<file path="src/tms_pkg.sv">
// Constants shared by the T1 multiframe synchronizer files
package tms_pkg;
  // Register byte offsets
  localparam logic [7:0] OFF_CTRL = 8'h00;
  localparam logic [7:0] OFF_STAT = 8'h04;
  localparam logic [7:0] OFF_ISTA = 8'h08;
  localparam logic [7:0] OFF_IMSK = 8'h0C;
  // Control field positions and reset value
  localparam int CTL_FMT_LSB  = 0;
  localparam int CTL_RAS      = 2;
  localparam int CTL_SEP      = 3;
  localparam int CTL_CRIT_LSB = 4;
  localparam int CTL_FORCE    = 6;
  localparam logic [5:0] CTRL_RST = 6'h00;
  // Status field positions
  localparam int STA_LFA      = 0;
  localparam int STA_LMFA     = 1;
  localparam int STA_RA       = 2;
  localparam int STA_FRM_LSB  = 8;
  // Interrupt bits
  localparam int IRQ_LFA      = 0;
  localparam int IRQ_LMFA     = 1;
  localparam int IRQ_RA       = 2;
  localparam int IRQ_W        = 3;
  // Format codes
  localparam logic [1:0] FMT_F4  = 2'h0;
  localparam logic [1:0] FMT_F12 = 2'h1;
  localparam logic [1:0] FMT_ESF = 2'h2;
  localparam logic [1:0] FMT_F72 = 2'h3;
  localparam logic [6:0] LEN_F4  = 7'h04;
  localparam logic [6:0] LEN_F12 = 7'h0C;
  localparam logic [6:0] LEN_ESF = 7'h18;
  localparam logic [6:0] LEN_F72 = 7'h48;
  // Loss criteria code for the ESF consecutive-pattern test
  localparam logic [1:0] CRIT_ESF4 = 2'h3;
  // Frame geometry
  localparam logic [7:0] BIT_LAST  = 8'hC0;
  localparam logic [6:0] SF_LAST   = 7'h0B;
  localparam logic [6:0] ESF_LAST  = 7'h17;
  // Expected patterns, bit k = k-th pattern position
  localparam logic [5:0] SF_PAT  = 6'h1C;
  localparam logic [5:0] ESF_PAT = 6'h34;
  // Search and loss counts
  localparam logic [3:0] FT_LOCK    = 4'h4;
  localparam logic [3:0] ESF_LOCK   = 4'hC;
  localparam logic [3:0] MF_GOOD    = 4'hC;
  localparam logic [2:0] MF_BAD_MAX = 3'h4;
endpackage

</file>
<file path="src/tms_win_if.sv">
// Framing error window link between synchronizer and window checker
`timescale 1ns/1ps
`default_nettype none
interface tms_win_if;
  logic       ev;
  logic       err;
  logic       clr;
  logic [1:0] sel;
  logic       loss;
  modport mon (input ev, err, clr, sel, output loss);
  modport src (output ev, err, clr, sel, input loss);
endinterface
`default_nettype wire

</file>
<file path="src/tms_err_win.sv">
// Two-errors-in-window checker over framing bit results
`timescale 1ns/1ps
`default_nettype none
module tms_err_win #(
  parameter int DEPTH = 6
) (
  // Clock and reset
  input  wire logic pclk,
  input  wire logic presetn,
  // Window link
  tms_win_if.mon    w
);
  logic [DEPTH-1:0] hist_reg;
  logic [DEPTH-1:0] span;

  // Older results inside the selected window of 4 + sel bits
  genvar i;
  generate
    for (i = 0; i < DEPTH; i++) begin : g_span
      assign span[i] = hist_reg[i] & (3'(i) < ({1'b0, w.sel} + 3'h3));
    end
  endgenerate

  assign w.loss = w.ev & w.err & (|span);

  always_ff @(posedge pclk or negedge presetn) begin
    if (!presetn) begin
      hist_reg <= '0;
    end else if (w.clr) begin
      hist_reg <= '0;
    end else if (w.ev) begin
      hist_reg <= {hist_reg[DEPTH-2:0], w.err};
    end
  end
endmodule
`default_nettype wire

</file>
<file path="src/tms_pos_cnt.sv">
// Bit and frame position counter with slip and frame jump
`timescale 1ns/1ps
`default_nettype none
module tms_pos_cnt (
  // Clock and reset
  input  wire logic       pclk,
  input  wire logic       presetn,
  // Control
  input  wire logic       bit_stb,
  input  wire logic       slip,
  input  wire logic       jump,
  input  wire logic [6:0] len,
  // Position
  output logic      [7:0] bit_idx,
  output logic      [6:0] frame_idx
);
  logic [7:0] bit_idx_reg;
  logic [6:0] frame_idx_reg;

  wire       bit_wrap  = bit_idx_reg == tms_pkg::BIT_LAST;
  wire [6:0] f_inc     = frame_idx_reg + (jump ? 7'h04 : 7'h01);
  wire [6:0] f_next    = (f_inc >= len) ? f_inc - len : f_inc;
  wire       f_bad     = frame_idx_reg >= len;

  // Frame count modulo multiframe length
  always_ff @(posedge pclk or negedge presetn) begin
    if (!presetn) begin
      bit_idx_reg   <= '0;
      frame_idx_reg <= '0;
    end else if (f_bad) begin
      frame_idx_reg <= '0;
    end else if (bit_stb && !slip) begin
      bit_idx_reg <= bit_wrap ? 8'h00 : bit_idx_reg + 8'h01;
      if (bit_wrap || jump) begin
        frame_idx_reg <= f_next;
      end
    end
  end

  assign bit_idx   = bit_idx_reg;
  assign frame_idx = frame_idx_reg;
endmodule
`default_nettype wire

</file>
<file path="src/tms_mf_sync.sv">
// T1 receive multiframe synchronizer with APB registers
`timescale 1ns/1ps
`default_nettype none
module tms_mf_sync (
  // Clock and reset
  input  wire logic        pclk,
  input  wire logic        presetn,
  // APB slave
  input  wire logic [7:0]  paddr,
  input  wire logic        psel,
  input  wire logic        penable,
  input  wire logic        pwrite,
  input  wire logic [31:0] pwdata,
  output logic      [31:0] prdata,
  output logic             pready,
  output logic             pslverr,
  // Line pins
  input  wire logic        line_clk,
  input  wire logic        line_data,
  // Alignment status
  output logic             frame_align_lost_flag,
  output logic             multiframe_align_lost_flag,
  output logic             remote_alarm,
  output logic      [6:0]  frame_num,
  // Extracted positions
  output logic             link_channel_bit,
  output logic             link_channel_valid,
  output logic             crc_bit,
  output logic             crc_valid,
  output logic             sig_frame,
  output logic      [1:0]  sig_chan,
  // Interrupt
  output logic             irq
);
  localparam int IRQ_W_C = tms_pkg::IRQ_W - 1;
  logic [2:0]        lclk_sync_reg;
  logic [1:0]        ldat_sync_reg;
  logic [5:0]        ctrl_reg;
  logic [IRQ_W_C:0]  ista_reg;
  logic [IRQ_W_C:0]  imsk_reg;
  logic              lfa_reg, lfa_next;
  logic              lmfa_reg, lmfa_next;
  logic              force_pend_reg;
  logic [3:0]        tgood_reg, mgood_reg;
  logic [2:0]        mbad_reg;
  logic              mf_err_reg;
  logic              ts_one_reg;
  logic              ra_reg, ra_next;
  logic [31:0]       prdata_reg;
  logic              pready_reg, pslverr_reg, irq_reg;
  logic [6:0]        frame_num_reg;
  logic              dl_bit_reg, dl_valid_reg, crc_bit_reg, crc_valid_reg;
  logic              sig_frame_reg;
  logic [1:0]        sig_chan_reg;
  logic [7:0]        bit_idx;
  logic [6:0]        frame_idx;
  logic [1:0]        sig_chan_dec;
  logic              sig_dec;

  // Line clock and data pass two flops before use
  always_ff @(posedge pclk or negedge presetn) begin
    if (!presetn) begin
      lclk_sync_reg <= '0;
      ldat_sync_reg <= '0;
    end else begin
      lclk_sync_reg <= {lclk_sync_reg[1:0], line_clk};
      ldat_sync_reg <= {ldat_sync_reg[0], line_data};
    end
  end
  wire bit_stb = lclk_sync_reg[1] & ~lclk_sync_reg[2];
  wire bit_val = ldat_sync_reg[1];

  // Control fields
  wire [1:0] fmt  = ctrl_reg[tms_pkg::CTL_FMT_LSB +: 2];
  wire       ras  = ctrl_reg[tms_pkg::CTL_RAS];
  wire       sep  = ctrl_reg[tms_pkg::CTL_SEP];
  wire [1:0] crit = ctrl_reg[tms_pkg::CTL_CRIT_LSB +: 2];
  wire       esf  = fmt == tms_pkg::FMT_ESF;
  wire       f4   = fmt == tms_pkg::FMT_F4;
  wire       f12  = fmt == tms_pkg::FMT_F12;
  wire [6:0] len  = f4  ? tms_pkg::LEN_F4  : f12 ? tms_pkg::LEN_F12 :
                    esf ? tms_pkg::LEN_ESF : tms_pkg::LEN_F72;

  // Framing bit positions and expected values
  wire is_f     = bit_stb & (bit_idx == 8'h00);
  wire ft_pos   = !esf & !frame_idx[0];
  wire ft_exp   = ~frame_idx[1];
  wire fs_pos   = !esf & !f4 & frame_idx[0] & (frame_idx <= tms_pkg::SF_LAST);
  wire fs_exp   = tms_pkg::SF_PAT[frame_idx[3:1]];
  wire fas_pos  = esf & (frame_idx[1:0] == 2'h3);
  wire fas_exp  = tms_pkg::ESF_PAT[frame_idx[4:2]];
  wire ra_fs    = ras & f12 & (frame_idx == tms_pkg::SF_LAST) & bit_val;
  wire fs_ok    = (bit_val == fs_exp) | ra_fs;
  wire term_pos = ft_pos | fas_pos;
  wire term_ok  = ft_pos ? (bit_val == ft_exp) : (bit_val == fas_exp);
  wire term_ev  = is_f & term_pos;
  wire fs_ev    = is_f & fs_pos;
  wire [3:0] lock_cnt = esf ? tms_pkg::ESF_LOCK : tms_pkg::FT_LOCK;

  // APB decode
  wire setup   = psel & !penable;
  wire wr_acc  = psel & penable & pwrite & pready_reg;
  wire hit_ctl = paddr == tms_pkg::OFF_CTRL;
  wire hit_sta = paddr == tms_pkg::OFF_STAT;
  wire hit_ist = paddr == tms_pkg::OFF_ISTA;
  wire hit_imk = paddr == tms_pkg::OFF_IMSK;
  wire mapped  = hit_ctl | hit_sta | hit_ist | hit_imk;
  wire force_p = wr_acc & hit_ctl & pwdata[tms_pkg::CTL_FORCE];
  wire [31:0] stat_word = {17'h00000, frame_num_reg, 5'h00, ra_reg, lmfa_reg, lfa_reg};
  wire [31:0] rd_mux = hit_ctl ? {26'h0000000, ctrl_reg} :
                       hit_sta ? stat_word :
                       hit_ist ? {29'h00000000, ista_reg} :
                       hit_imk ? {29'h00000000, imsk_reg} : 32'h00000000;

  // Error windows
  tms_win_if tw ();
  tms_win_if mw ();
  assign tw.ev  = term_ev & !lfa_reg;
  assign tw.err = !term_ok;
  assign tw.clr = lfa_reg;
  assign tw.sel = (crit == tms_pkg::CRIT_ESF4) ? 2'h2 : crit;
  assign mw.ev  = fs_ev & !lmfa_reg;
  assign mw.err = !fs_ok;
  assign mw.clr = lmfa_reg;
  assign mw.sel = tw.sel;
  tms_err_win #(.DEPTH(6)) u_term_win (.pclk(pclk), .presetn(presetn), .w(tw));
  tms_err_win #(.DEPTH(6)) u_mf_win (.pclk(pclk), .presetn(presetn), .w(mw));

  // Loss decisions
  wire esf4     = esf & (crit == tms_pkg::CRIT_ESF4);
  wire fas_ev_end = term_ev & esf & (frame_idx == tms_pkg::ESF_LAST);
  wire mf_end   = fas_ev_end & !lfa_reg;
  wire mf_bad   = mf_err_reg | (term_ev & !term_ok);
  wire esf_loss = esf4 & mf_end & mf_bad & (mbad_reg == tms_pkg::MF_BAD_MAX - 3'h1);
  wire term_loss = (tw.loss & !esf4) | esf_loss;
  wire full_loss = term_loss | (mw.loss & !sep);
  wire mf_loss  = mw.loss & sep;

  // Search control
  wire t_hunt  = lfa_reg & term_ev;
  wire t_lock  = t_hunt & term_ok & (force_pend_reg | (tgood_reg == lock_cnt - 4'h1));
  wire slip    = t_hunt & !term_ok;
  wire m_hunt  = !lfa_reg & lmfa_reg & fs_ev;
  wire m_lock  = m_hunt & fs_ok & (mgood_reg == tms_pkg::MF_GOOD - 4'h1);
  wire jump    = m_hunt & !fs_ok;

  tms_pos_cnt u_pos (
    .pclk      (pclk),
    .presetn   (presetn),
    .bit_stb   (bit_stb),
    .slip      (slip),
    .jump      (jump),
    .len       (len),
    .bit_idx   (bit_idx),
    .frame_idx (frame_idx)
  );

  // Alignment state next values
  always_comb begin
    lfa_next  = lfa_reg;
    lmfa_next = lmfa_reg;
    if (force_p && !lfa_reg) begin
      lfa_next  = 1'b1;
      lmfa_next = 1'b1;
    end else if (t_lock) begin
      lfa_next = 1'b0;
      if (esf || f4) begin
        lmfa_next = 1'b0;
      end
    end else if (full_loss) begin
      lfa_next  = 1'b1;
      lmfa_next = 1'b1;
    end else if (mf_loss) begin
      lmfa_next = 1'b1;
    end else if (m_lock) begin
      lmfa_next = 1'b0;
    end
  end

  // Remote alarm per frame, or per multiframe from the frame 12 bit in RAS 12-frame mode
  always_comb begin
    ra_next = ra_reg;
    if (lfa_reg || esf) begin
      ra_next = 1'b0;
    end else if (ras && f12) begin
      if (fs_ev && frame_idx == tms_pkg::SF_LAST) begin
        ra_next = bit_val & !lmfa_reg;
      end
    end else if (is_f) begin
      ra_next = !ts_one_reg;
    end
  end

  // Signaling frame decode
  always_comb begin
    sig_dec      = 1'b0;
    sig_chan_dec = 2'h0;
    case (frame_idx)
      7'h05: begin sig_dec = 1'b1; sig_chan_dec = 2'h0; end
      7'h0B: begin sig_dec = 1'b1; sig_chan_dec = 2'h1; end
      7'h11: begin sig_dec = esf; sig_chan_dec = 2'h2; end
      7'h17: begin sig_dec = esf; sig_chan_dec = 2'h3; end
      default: begin sig_dec = 1'b0; sig_chan_dec = 2'h0; end
    endcase
  end

  wire [IRQ_W_C:0] ev_vec = {ra_next & !ra_reg, lmfa_next & !lmfa_reg, lfa_next & !lfa_reg};
  wire [IRQ_W_C:0] w1c    = (wr_acc && hit_ist) ? pwdata[IRQ_W_C:0] : '0;
  wire [IRQ_W_C:0] ista_next = (ista_reg & ~w1c) | ev_vec;

  // Registers and alignment state
  always_ff @(posedge pclk or negedge presetn) begin
    if (!presetn) begin
      ctrl_reg <= tms_pkg::CTRL_RST;
      imsk_reg <= '0;
      ista_reg <= '0;
      irq_reg  <= 1'b0;
      lfa_reg  <= 1'b1;
      lmfa_reg <= 1'b1;
      ra_reg   <= 1'b0;
    end else begin
      if (wr_acc && hit_ctl) begin
        ctrl_reg <= pwdata[5:0];
      end
      if (wr_acc && hit_imk) begin
        imsk_reg <= pwdata[IRQ_W_C:0];
      end
      ista_reg <= ista_next;
      irq_reg  <= |(ista_next & imsk_reg);
      lfa_reg  <= lfa_next;
      lmfa_reg <= lmfa_next;
      ra_reg   <= ra_next;
    end
  end

  // APB answer, zero wait states
  always_ff @(posedge pclk or negedge presetn) begin
    if (!presetn) begin
      prdata_reg  <= '0;
      pready_reg  <= 1'b0;
      pslverr_reg <= 1'b0;
    end else begin
      pready_reg <= 1'b1;
      if (setup) begin
        prdata_reg  <= pwrite ? 32'h00000000 : rd_mux;
        pslverr_reg <= !mapped;
      end
    end
  end

  // Search counters
  always_ff @(posedge pclk or negedge presetn) begin
    if (!presetn) begin
      force_pend_reg <= 1'b0;
      tgood_reg      <= '0;
      mgood_reg      <= '0;
      mbad_reg       <= '0;
      mf_err_reg     <= 1'b0;
      ts_one_reg     <= 1'b0;
    end else begin
      if (force_p && lfa_reg) begin
        force_pend_reg <= 1'b1;
      end else if (t_lock || !lfa_reg) begin
        force_pend_reg <= 1'b0;
      end
      if (!lfa_reg || slip) begin
        tgood_reg <= '0;
      end else if (t_hunt) begin
        tgood_reg <= tgood_reg + 4'h1;
      end
      if (!lmfa_reg || jump || lfa_reg) begin
        mgood_reg <= '0;
      end else if (m_hunt) begin
        mgood_reg <= mgood_reg + 4'h1;
      end
      if (lfa_reg) begin
        mbad_reg   <= '0;
        mf_err_reg <= 1'b0;
      end else if (mf_end) begin
        mbad_reg   <= mf_bad ? mbad_reg + 3'h1 : 3'h0;
        mf_err_reg <= 1'b0;
      end else if (term_ev && !term_ok) begin
        mf_err_reg <= 1'b1;
      end
      if (is_f) begin
        ts_one_reg <= 1'b0;
      end else if (bit_stb && bit_idx[2:0] == 3'h2 && bit_val) begin
        ts_one_reg <= 1'b1;
      end
    end
  end

  // Position outputs
  always_ff @(posedge pclk or negedge presetn) begin
    if (!presetn) begin
      frame_num_reg <= '0;
      dl_bit_reg    <= 1'b0;
      dl_valid_reg  <= 1'b0;
      crc_bit_reg   <= 1'b0;
      crc_valid_reg <= 1'b0;
      sig_frame_reg <= 1'b0;
      sig_chan_reg  <= '0;
    end else begin
      dl_valid_reg  <= is_f & esf & !lmfa_reg & !frame_idx[0];
      crc_valid_reg <= is_f & esf & !lmfa_reg & (frame_idx[1:0] == 2'h1);
      if (is_f) begin
        frame_num_reg <= frame_idx;
        dl_bit_reg    <= bit_val;
        crc_bit_reg   <= bit_val;
        sig_frame_reg <= sig_dec & !lmfa_reg & !f4;
        sig_chan_reg  <= sig_chan_dec;
      end
    end
  end

  assign prdata                     = prdata_reg;
  assign pready                     = pready_reg;
  assign pslverr                    = pslverr_reg;
  assign frame_align_lost_flag      = lfa_reg;
  assign multiframe_align_lost_flag = lmfa_reg;
  assign remote_alarm               = ra_reg;
  assign frame_num                  = frame_num_reg;
  assign link_channel_bit           = dl_bit_reg;
  assign link_channel_valid         = dl_valid_reg;
  assign crc_bit                    = crc_bit_reg;
  assign crc_valid                  = crc_valid_reg;
  assign sig_frame                  = sig_frame_reg;
  assign sig_chan                   = sig_chan_reg;
  assign irq                        = irq_reg;
endmodule
`default_nettype wire

</file>
<file path="config.mk">
export PLATFORM = sky130hd
export DESIGN_NAME = tms_mf_sync
export DESIGN_NICKNAME = d
export VERILOG_FILES = /design/src/tms_pkg.sv /design/src/tms_win_if.sv /design/src/tms_err_win.sv /design/src/tms_pos_cnt.sv /design/src/tms_mf_sync.sv
export SDC_FILE = /design/constraint.sdc
export NUM_CORES = 1
export LEC_CHECK = 0
export BUFFER_PORTS_ARGS = -buffer_cell sky130_fd_sc_hd__clkbuf_2
export CORE_ASPECT_RATIO = 2
export CORE_MARGIN = 1.5
export CORE_UTILIZATION = 56
export CTS_CLUSTER_SIZE = 12
export DETAILED_ROUTE_END_ITERATION = 8
export GPL_TIMING_DRIVEN = 0
export PLACE_DENSITY = 0.86
export SYNTH_ARGS = -nofsm -noshare
export SYNTH_HDL_FRONTEND = slang
export SYNTH_HIERARCHICAL = 1
export SYNTH_SLANG_ARGS = --single-unit
</file>
<file path="constraint.sdc">
create_clock -name pclk -period 4.5 [get_ports pclk]
set_input_delay 1.125 -clock pclk [delete_from_list [all_inputs] [get_ports pclk]]
set_output_delay 1.125 -clock pclk [all_outputs]
set_load 0.005 [all_outputs]
</file>
; Word level (Yosys, flattened, before mapping)
; Memory sizes are Yosys's and may differ from the RTL's.
; Cells that the tools add are included.
[classes]
n_lt_le_gt_ge = 11
reduce_logical = 52
mux = 53
eq_ne = 20
addsub = 8
bitwise = 82
[ops]
columns = op, n
row1 = $and A1 B1 Y1, 66
row2 = $mux W7, 7
row3 = $mux W15, 3
row4 = $mux W6, 4
row5 = $mux W1, 23
row6 = $mux W3, 7
row7 = $mux W4, 5
row8 = $reduce_bool A2 Y1, 9
row9 = $eq A8 B4 Y1 const B, 2
row10 = $logic_not A8 Y1, 2
row11 = $eq A7 B5 Y1 const B, 2
row12 = $ge A7 B7 Y1, 2
row13 = $logic_not A1 Y1, 14
row14 = $reduce_or A6 Y1, 2
row15 = $logic_and A1 B1 Y1, 11
row16 = $or A1 B1 Y1, 9
row17 = $add A4 B1 Y4 const B, 2
row18 = $add A8 B1 Y8 const B, 1
row19 = $eq A8 B3 Y1 const B, 1
row20 = $eq A8 B8 Y1 const B, 1
row21 = $lt A3 B4 Y1 const B, 2
row22 = $mux W8, 1
row23 = $add A7 B7 Y7, 1
row24 = $eq A7 B3 Y1 const B, 1
row25 = 28 further kinds, 48
[totals]
wordCells = 256
inputBits = 47
regBits = 109
n_memories = 2
rom_bits = 16
out_inout_bits = 52
[memory_table]
columns = name, depth, width, rd, rd_clocked_by_memory_dff, wr, line
row1 = (name not given), 8, 1, 1, 0, 0, tms_mf_sync.sv:91  ; wire fas_exp = tms_pkg::ESF_PAT[frame_idx[4:2]];
row2 = (name not given), 8, 1, 1, 0, 0, tms_mf_sync.sv:89  ; wire fs_exp = tms_pkg::SF_PAT[frame_idx[3:1]];

; Depth between registers and ports, before layout
[depth]
word_depth = 20
depth_mapped = 20
ltp_nobuf = 18

; Cells and area by module
; The synthesis kept the hierarchy.
[by_module_without_submodules]
columns = mod, seq_area_each_um2, n_inst, area_each_um2, cells_per_inst
row1 = tms_mf_sync, 1579.0, 1, 3285.7, 349
row2 = tms_pos_cnt, 375.4, 1, 1376.3, 162
row3 = tms_err_win, 150.1, 2, 349.1, 34

; Worst setup path after synthesis
; OpenSTA, ideal clock, no wires.
[synth_timing]
kind = register to register
startpoint = reg u_pos.bit_idx_reg[1] (netlist: u_pos/bit_idx[1])
endpoint = reg u_pos.frame_idx_reg[0] (netlist: u_pos/frame_idx[0])
slack_ns = 0.342
setup_time_ns = 0.142
period_less_slack_ns = 4.158
required_time_ns = 4.358
t_arrival_ns = 4.016
path_stages_with_launch = 21
n_path_buf = 3
path_cell_list = dfrtp_1 > nor4_1 > and3_1 > buf_2 > buf_2 > nand3_1 > nor3_1 > inv_1 > ha_1 > ha_1 > a21o_1 > nand4_1 > xnor2_1 > ha_1 > a21oi_1 > o21ai_0 > a21oi_1 > buf_2 > nor2_1 > a211oi_1 > a211oi_1
[synth_via]
elab_chain_cells = 12
word_cells_on_any_way = 23
cone_classes = add/sub (2) / order compare (1) / eq/ne (1) / mux (5) / bitwise (7) / reduce/logical (7)
[synth_rtl]
columns = item, line
row1 = from (decl), tms_pos_cnt.sv:17  ; logic [7:0] bit_idx_reg;
row2 = from (signal assigned), tms_pos_cnt.sv:33  ; bit_idx_reg <= bit_wrap ? 8'h00 : bit_idx_reg + 8'h01;
row3 = $logic_not A8 Y1 (*), tms_mf_sync.sv:85  ; wire is_f = bit_stb & (bit_idx == 8'h00);
row4 = $and A1 B1 Y1 (*), tms_mf_sync.sv:85
row5 = $and A1 B1 Y1 (*), tms_mf_sync.sv:97  ; wire fs_ev = is_f & fs_pos;
row6 = $and A1 B1 Y1 (*), tms_mf_sync.sv:143  ; wire m_hunt = !lfa_reg & lmfa_reg & fs_ev;
row7 = $and A1 B1 Y1 (*), tms_mf_sync.sv:145  ; wire jump = m_hunt & !fs_ok;
row8 = net jump, tms_mf_sync.sv:145
row9 = $mux W3, tms_pos_cnt.sv:21  ; wire [6:0] f_inc = frame_idx_reg + (jump ? 7'h04 : 7'h01);
row10 = $add A7 B7 Y7, tms_pos_cnt.sv:21
row11 = $sub A7 B7 Y7 or $ge A7 B7 Y1 (tied branches), tms_pos_cnt.sv:22  ; wire [6:0] f_next = (f_inc >= len) ? f_inc - len : f_inc;
row12 = $mux W7, tms_pos_cnt.sv:22
row13 = $mux W7, tms_pos_cnt.sv:34  ; if (bit_wrap || jump) begin
row14 = $mux W7, tms_pos_cnt.sv:32  ; end else if (bit_stb && !slip) begin
row15 = $mux W7, tms_pos_cnt.sv:30  ; end else if (f_bad) begin
row16 = to (signal assigned), tms_pos_cnt.sv:35  ; frame_idx_reg <= f_next;
row17 = to (decl), tms_pos_cnt.sv:18  ; logic [6:0] frame_idx_reg;
; Mark *: on every way through the listed nets, which the timed path passes. The rest lies on a longest branch. The select of a mux whose other input is x is not followed.
; A chain may end at the register's enable or synchronous reset.

; Worst setup path in the final report
[layout_timing]
startpoint = reg lfa_reg (netlist: frame_align_lost_flag)
endpoint = reg u_pos.frame_idx_reg[4] (netlist: u_pos/frame_idx[4])
[layout_via]
elab_chain_cells = 11
word_cells_on_any_way = 20
cone_classes = add/sub (2) / order compare (1) / mux (5) / bitwise (5) / reduce/logical (7)
[layout_rtl]
columns = item, line
row1 = from (decl), tms_mf_sync.sv:41  ; logic lfa_reg, lfa_next;
row2 = from (signal assigned), tms_mf_sync.sv:230  ; lfa_reg <= lfa_next;
row3 = $logic_not A1 Y1 (*), tms_mf_sync.sv:143
row4 = $and A1 B1 Y1 (*) (2 in a row), tms_mf_sync.sv:143
row5 = $and A1 B1 Y1 (*), tms_mf_sync.sv:145
row6 = net jump, tms_mf_sync.sv:145
row7 = $mux W3, tms_pos_cnt.sv:21
row8 = $add A7 B7 Y7, tms_pos_cnt.sv:21
row9 = $sub A7 B7 Y7 or $ge A7 B7 Y1 (tied branches), tms_pos_cnt.sv:22
row10 = $mux W7, tms_pos_cnt.sv:22
row11 = $mux W7, tms_pos_cnt.sv:34
row12 = $mux W7, tms_pos_cnt.sv:32
row13 = $mux W7, tms_pos_cnt.sv:30
; Marked as above.

==> metrics.csv <==
stage,metric,value,unit
yosys,synth-edff-count,0,
power_and_ir_drop,seq_power_share,42.3,%
worst_setup_path,crit_chain,clkbuf_1 -> clkbuf_1 -> nand2b_1 -> nor3_4 -> ha_1 -> a31oi_1 -> nor2_1 -> xor2_1 -> ha_1 -> nand2_1 -> o21ai_0 -> a21oi_2 -> buf_4 -> nor3_1 -> a21oi_1 -> a211oi_1,
routing,drt_first_pass_iters,5,
clocking,cts_hold_buf,0,
grt,antenna_found_initial,0,
yosys,yosys_warnings,6,
finish,syn_to_final_growth,17.3,%
grt,grt_pass1_wl,21100,um
clocking,cts_root_buffer,clkbuf_16,
yosys,synth_cell_types,71,
power_and_ir_drop,p_int,1590,uW
clocking,clock-sinks,90,
routing,avgViaCountPerCell,5.93,
finish,diodes,0,
timing,relSlewSlack,58.0,%
yosys,synth_area_leaders,"dfrtp_1, ha_1, nand2_1, nor2_1, mux2i_1",
timing,fmax,0.233,GHz
power_and_ir_drop,sw_frac_of_total,31.4,%
routing,drt-initial-drc-count,248,
timing,fin_worst_hold_slack,0.349,ns
run_status,status,"finished, final reports clean",
worst_setup_path,critPathBufInv,3,
power_and_ir_drop,power.density,369,mW/mm^2
grt,first_global_vias,4561,
power_and_ir_drop,combPwrFrac,22.7,%
timing,setup_violations,0,
routing,avgRoutedWirePerCell,16.6,um
worst_setup_path,critPathArrivalTime,4.54,ns
floorplan,die_w,72.2,um
yosys,synth_ff_type,dfrtp_1,
clocking,htree_levels,3,
worst_setup_path,end_kind,flip-flop,
yosys,ys_seq_area_share,42.1,%
routing,remaining_drc_errors,0,
yosys,postSynthAreaPerCell,9.26,um^2
timing,setup_ws,0.204,ns
power_and_ir_drop,p_leak,0.00298,uW
worst_setup_path,reg2reg_from,frame_align_lost_flag,
run,drv_cap,0,
clocking,cts-buffers-inserted,9,
yosys,synth_top_area_cell,dfrtp_1,
worst_setup_path,crit_family,compound AO/OA/AOI/OAI gates,
timing,tightest_slew,0.626,ns
yosys,postSynthCellCount,579,
grt,grt_usage,26.2,%
worst_setup_path,path_class,reg -> reg,
worst_setup_path,reg2reg_depth,16,
worst_setup_path,rrSetupSlack,0.20,ns
finish,final_nets,748,
finish,drive_gt1_share,21.8,%
yosys,synthesis.area,0.00536,mm^2
routing,vias,4617,
finish,largest_reg_flops,13,
power_and_ir_drop,p_switching,728,uW
worst_hold_path,hp-class,reg -> reg,
clocking,clkTransAtPathRegs,0.06,ns
routing,routed_wl,12900,um
worst_setup_path,rr_endpoint,u_pos/frame_idx[4],
floorplan,die-area,0.0102,mm^2
yosys,synth_top_area_share,41.1,%
place,io_buffers,53,
floorplan,ios,99,
worst_hold_path,holdPathEnd,ldat_sync_reg[1],
worst_setup_path,path_max_fanout,10,
grt,grt-ovfl-total,0,
timing,finalSetupTns,0,ns
worst_hold_path,hold_depth,0,
place,place_congestion,0.882,
power_and_ir_drop,irDropWorstVdd,0.000207,V
yosys,synthArstFlopShare,100,%
floorplan,placementRows,50,
power_and_ir_drop,clock_power_share,35.0,%
worst_setup_path,slowest_delay,0.60,ns
yosys,synth_seq_cells,90,
worst_setup_path,crit_required,4.75,ns
floorplan,start_util,57.5,%
routing,postRouteAntennaNets,0,
worst_hold_path,hold_start,ldat_sync_reg[0],
timing,report.final.slew_viol_count,0,
timing,finalHoldViolCount,0,
timing,fin_worst_skew,0.00730,ns
worst_setup_path,slowest_stage,dfstp_2,
clocking,cts_tree,done,
place,hpwl,9630,um
floorplan,die_h,141,um
clocking,clk_latency,0.35,ns
grt,grt_max_degree,62,
timing,period_minus_slack,4.30,ns
timing,fin_crit_sh,95.5,%
clocking,clock_path_buffers,2,
floorplan,core_area,0.00932,mm^2
worst_setup_path,start_kind,flip-flop,
place,dp_slack,-0.480,ns
finish,final_core_util,67.4,%
-- synthesized netlist by cell type (all sizes together) (8+ instances only) --
cell type,number
a21oi,26
a31oi,8
nor2b,9
mux2,11
ha,31
nor3,13
mux2i,16
nand2b,10
nor2,51
a22o,9
buf,30
nand2,74
dfrtp,88
nand3,20
inv,32
o21ai,34
clkbuf,11
a211oi,9
-- timing repair --
| action | 4_1_cts | 5_1_grt |
|---|---|---|
| setup endpoints to repair | 7 | 7 |
| gates resized for setup | 4 | 14 |
| pin swaps | 1 | 3 |
| setup buffers | 0 | 3 |
-- layout by cell type (no fill, tap or decap), drive strengths merged, types with 2 or more instances in the layout --
| cell type | Yosys | routed |
|---|---|---|
| a21boi | 2 | 2 |
| and3b | 2 | 2 |
| nand2b | 10 | 10 |
| inv | 32 | 34 |
| or3 | 4 | 4 |
| o21ai | 34 | 34 |
| and2b | 2 | 2 |
| nand4 | 6 | 6 |
| a31oi | 8 | 8 |
| a211oi | 9 | 9 |
| clkbuf | 11 | 73 |
| a22o | 9 | 9 |
| clkinvlp | 0 | 2 |
| nand3 | 20 | 20 |
| xnor2 | 6 | 6 |
| and3 | 7 | 7 |
| conb | 2 | 24 |
| buf | 30 | 34 |
| and2 | 6 | 6 |
| a22oi | 3 | 3 |
| nor3 | 13 | 13 |
| dfrtp | 88 | 88 |
| nor3b | 3 | 3 |
| nor4 | 5 | 5 |
| a21o | 5 | 5 |
| mux2i | 16 | 16 |
| nor2 | 51 | 51 |
| o22ai | 2 | 2 |
| mux2 | 11 | 11 |
| o211ai | 7 | 7 |
| nand2 | 74 | 74 |
| a21oi | 26 | 26 |
| o21a | 4 | 4 |
| nor4b | 2 | 2 |
| dfstp | 2 | 2 |
| ha | 31 | 31 |
| nor2b | 9 | 9 |
| xor2 | 6 | 6 |
| bufinv | 0 | 2 |
| o31ai | 3 | 3 |
-- power groups by stage --
stage | clock [uW] | combinational, uW | sequential (uW)
CTS | 822 | 497 | 971
finish | 813 | 526 | 982
floorplan | 0 | 351 | 959
global placement | 0 | 463 | 978
global route | 855 | 582 | 992
detailed placement | 0 | 490 | 982
-- per-layer routing --
layer / vias up / global-route usage [%] / wire length, um
li1: 2164 / - / -
met2: 173 / 47.7 / 7220
met4: 0 / 15.9 / 629
met1: 2229 / 26.6 / 4580
met3: 51 / 4.97 / 497
met5: - / 0 / 0
-- worst register-to-register path: cells and delay by family (launching register included) --
family                   cells  cell delay, ns
adder cells (fa/ha/maj)      2            0.68
AND/OR/NAND/NOR              5            0.84
XOR/XNOR                     1            0.19
AO/OA/AOI/OAI                5            0.98
buffers and inverters        3            0.93
flip-flops                   1            0.60
-- worst max-delay path by stage --
| stage | start | endpoint | slack [ns] | depth (start not counted) |
|---|---|---|---|---|
| CTS | u_pos/bit_idx[0] | u_pos/frame_idx[0] | 0.01 | 20 |
| global placement | u_pos/bit_idx[1] | u_pos/frame_idx[0] | -0.42 | 20 |
| global route | frame_align_lost_flag | u_pos/frame_idx[4] | -0.01 | 16 |
| floorplan | u_pos/bit_idx[1] | u_pos/frame_idx[0] | 0.34 | 20 |
| detailed placement | u_pos/bit_idx[1] | u_pos/frame_idx[0] | -0.48 | 20 |
| finish | frame_align_lost_flag | u_pos/frame_idx[4] | 0.20 | 16 |
-- cell type report --
class | count | area [um^2]
buffer | 41 | 258
clock buffer | 9 | 225
clock inverter | 7 | 100
fill | 704 | 3030
inverter | 32 | 120
multi-input combinational | 438 | 2880
sequential | 90 | 2260
tap | 104 | 130
timing repair buffer | 57 | 318
-- stage by stage --
step	std cells	total power (uW)	area [um^2]
floorplan	601	1310	5440
global placement	758	1440	5840
detailed placement	759	1470	5870
CTS	775	2290	6220
global route	778	2430	6290
finish	778	2320	6290
-- logic make-up (layout without fill, tap and decap cells) --
family	after synthesis	count (layout)	synth area share [%]
muxes	27	27	5.30
adders and majority gates	32	32	7.61
DFF	90	90	42.1
buffers and inverters	73	146	6.89
AOI/OAI and AO/OA	124	124	15.6
and+or+nand+nor	219	219	20.5
other	2	24	0.140
xor gates and xnor gates	12	12	1.96
Note: power is estimated with default switching activity, not from simulation.
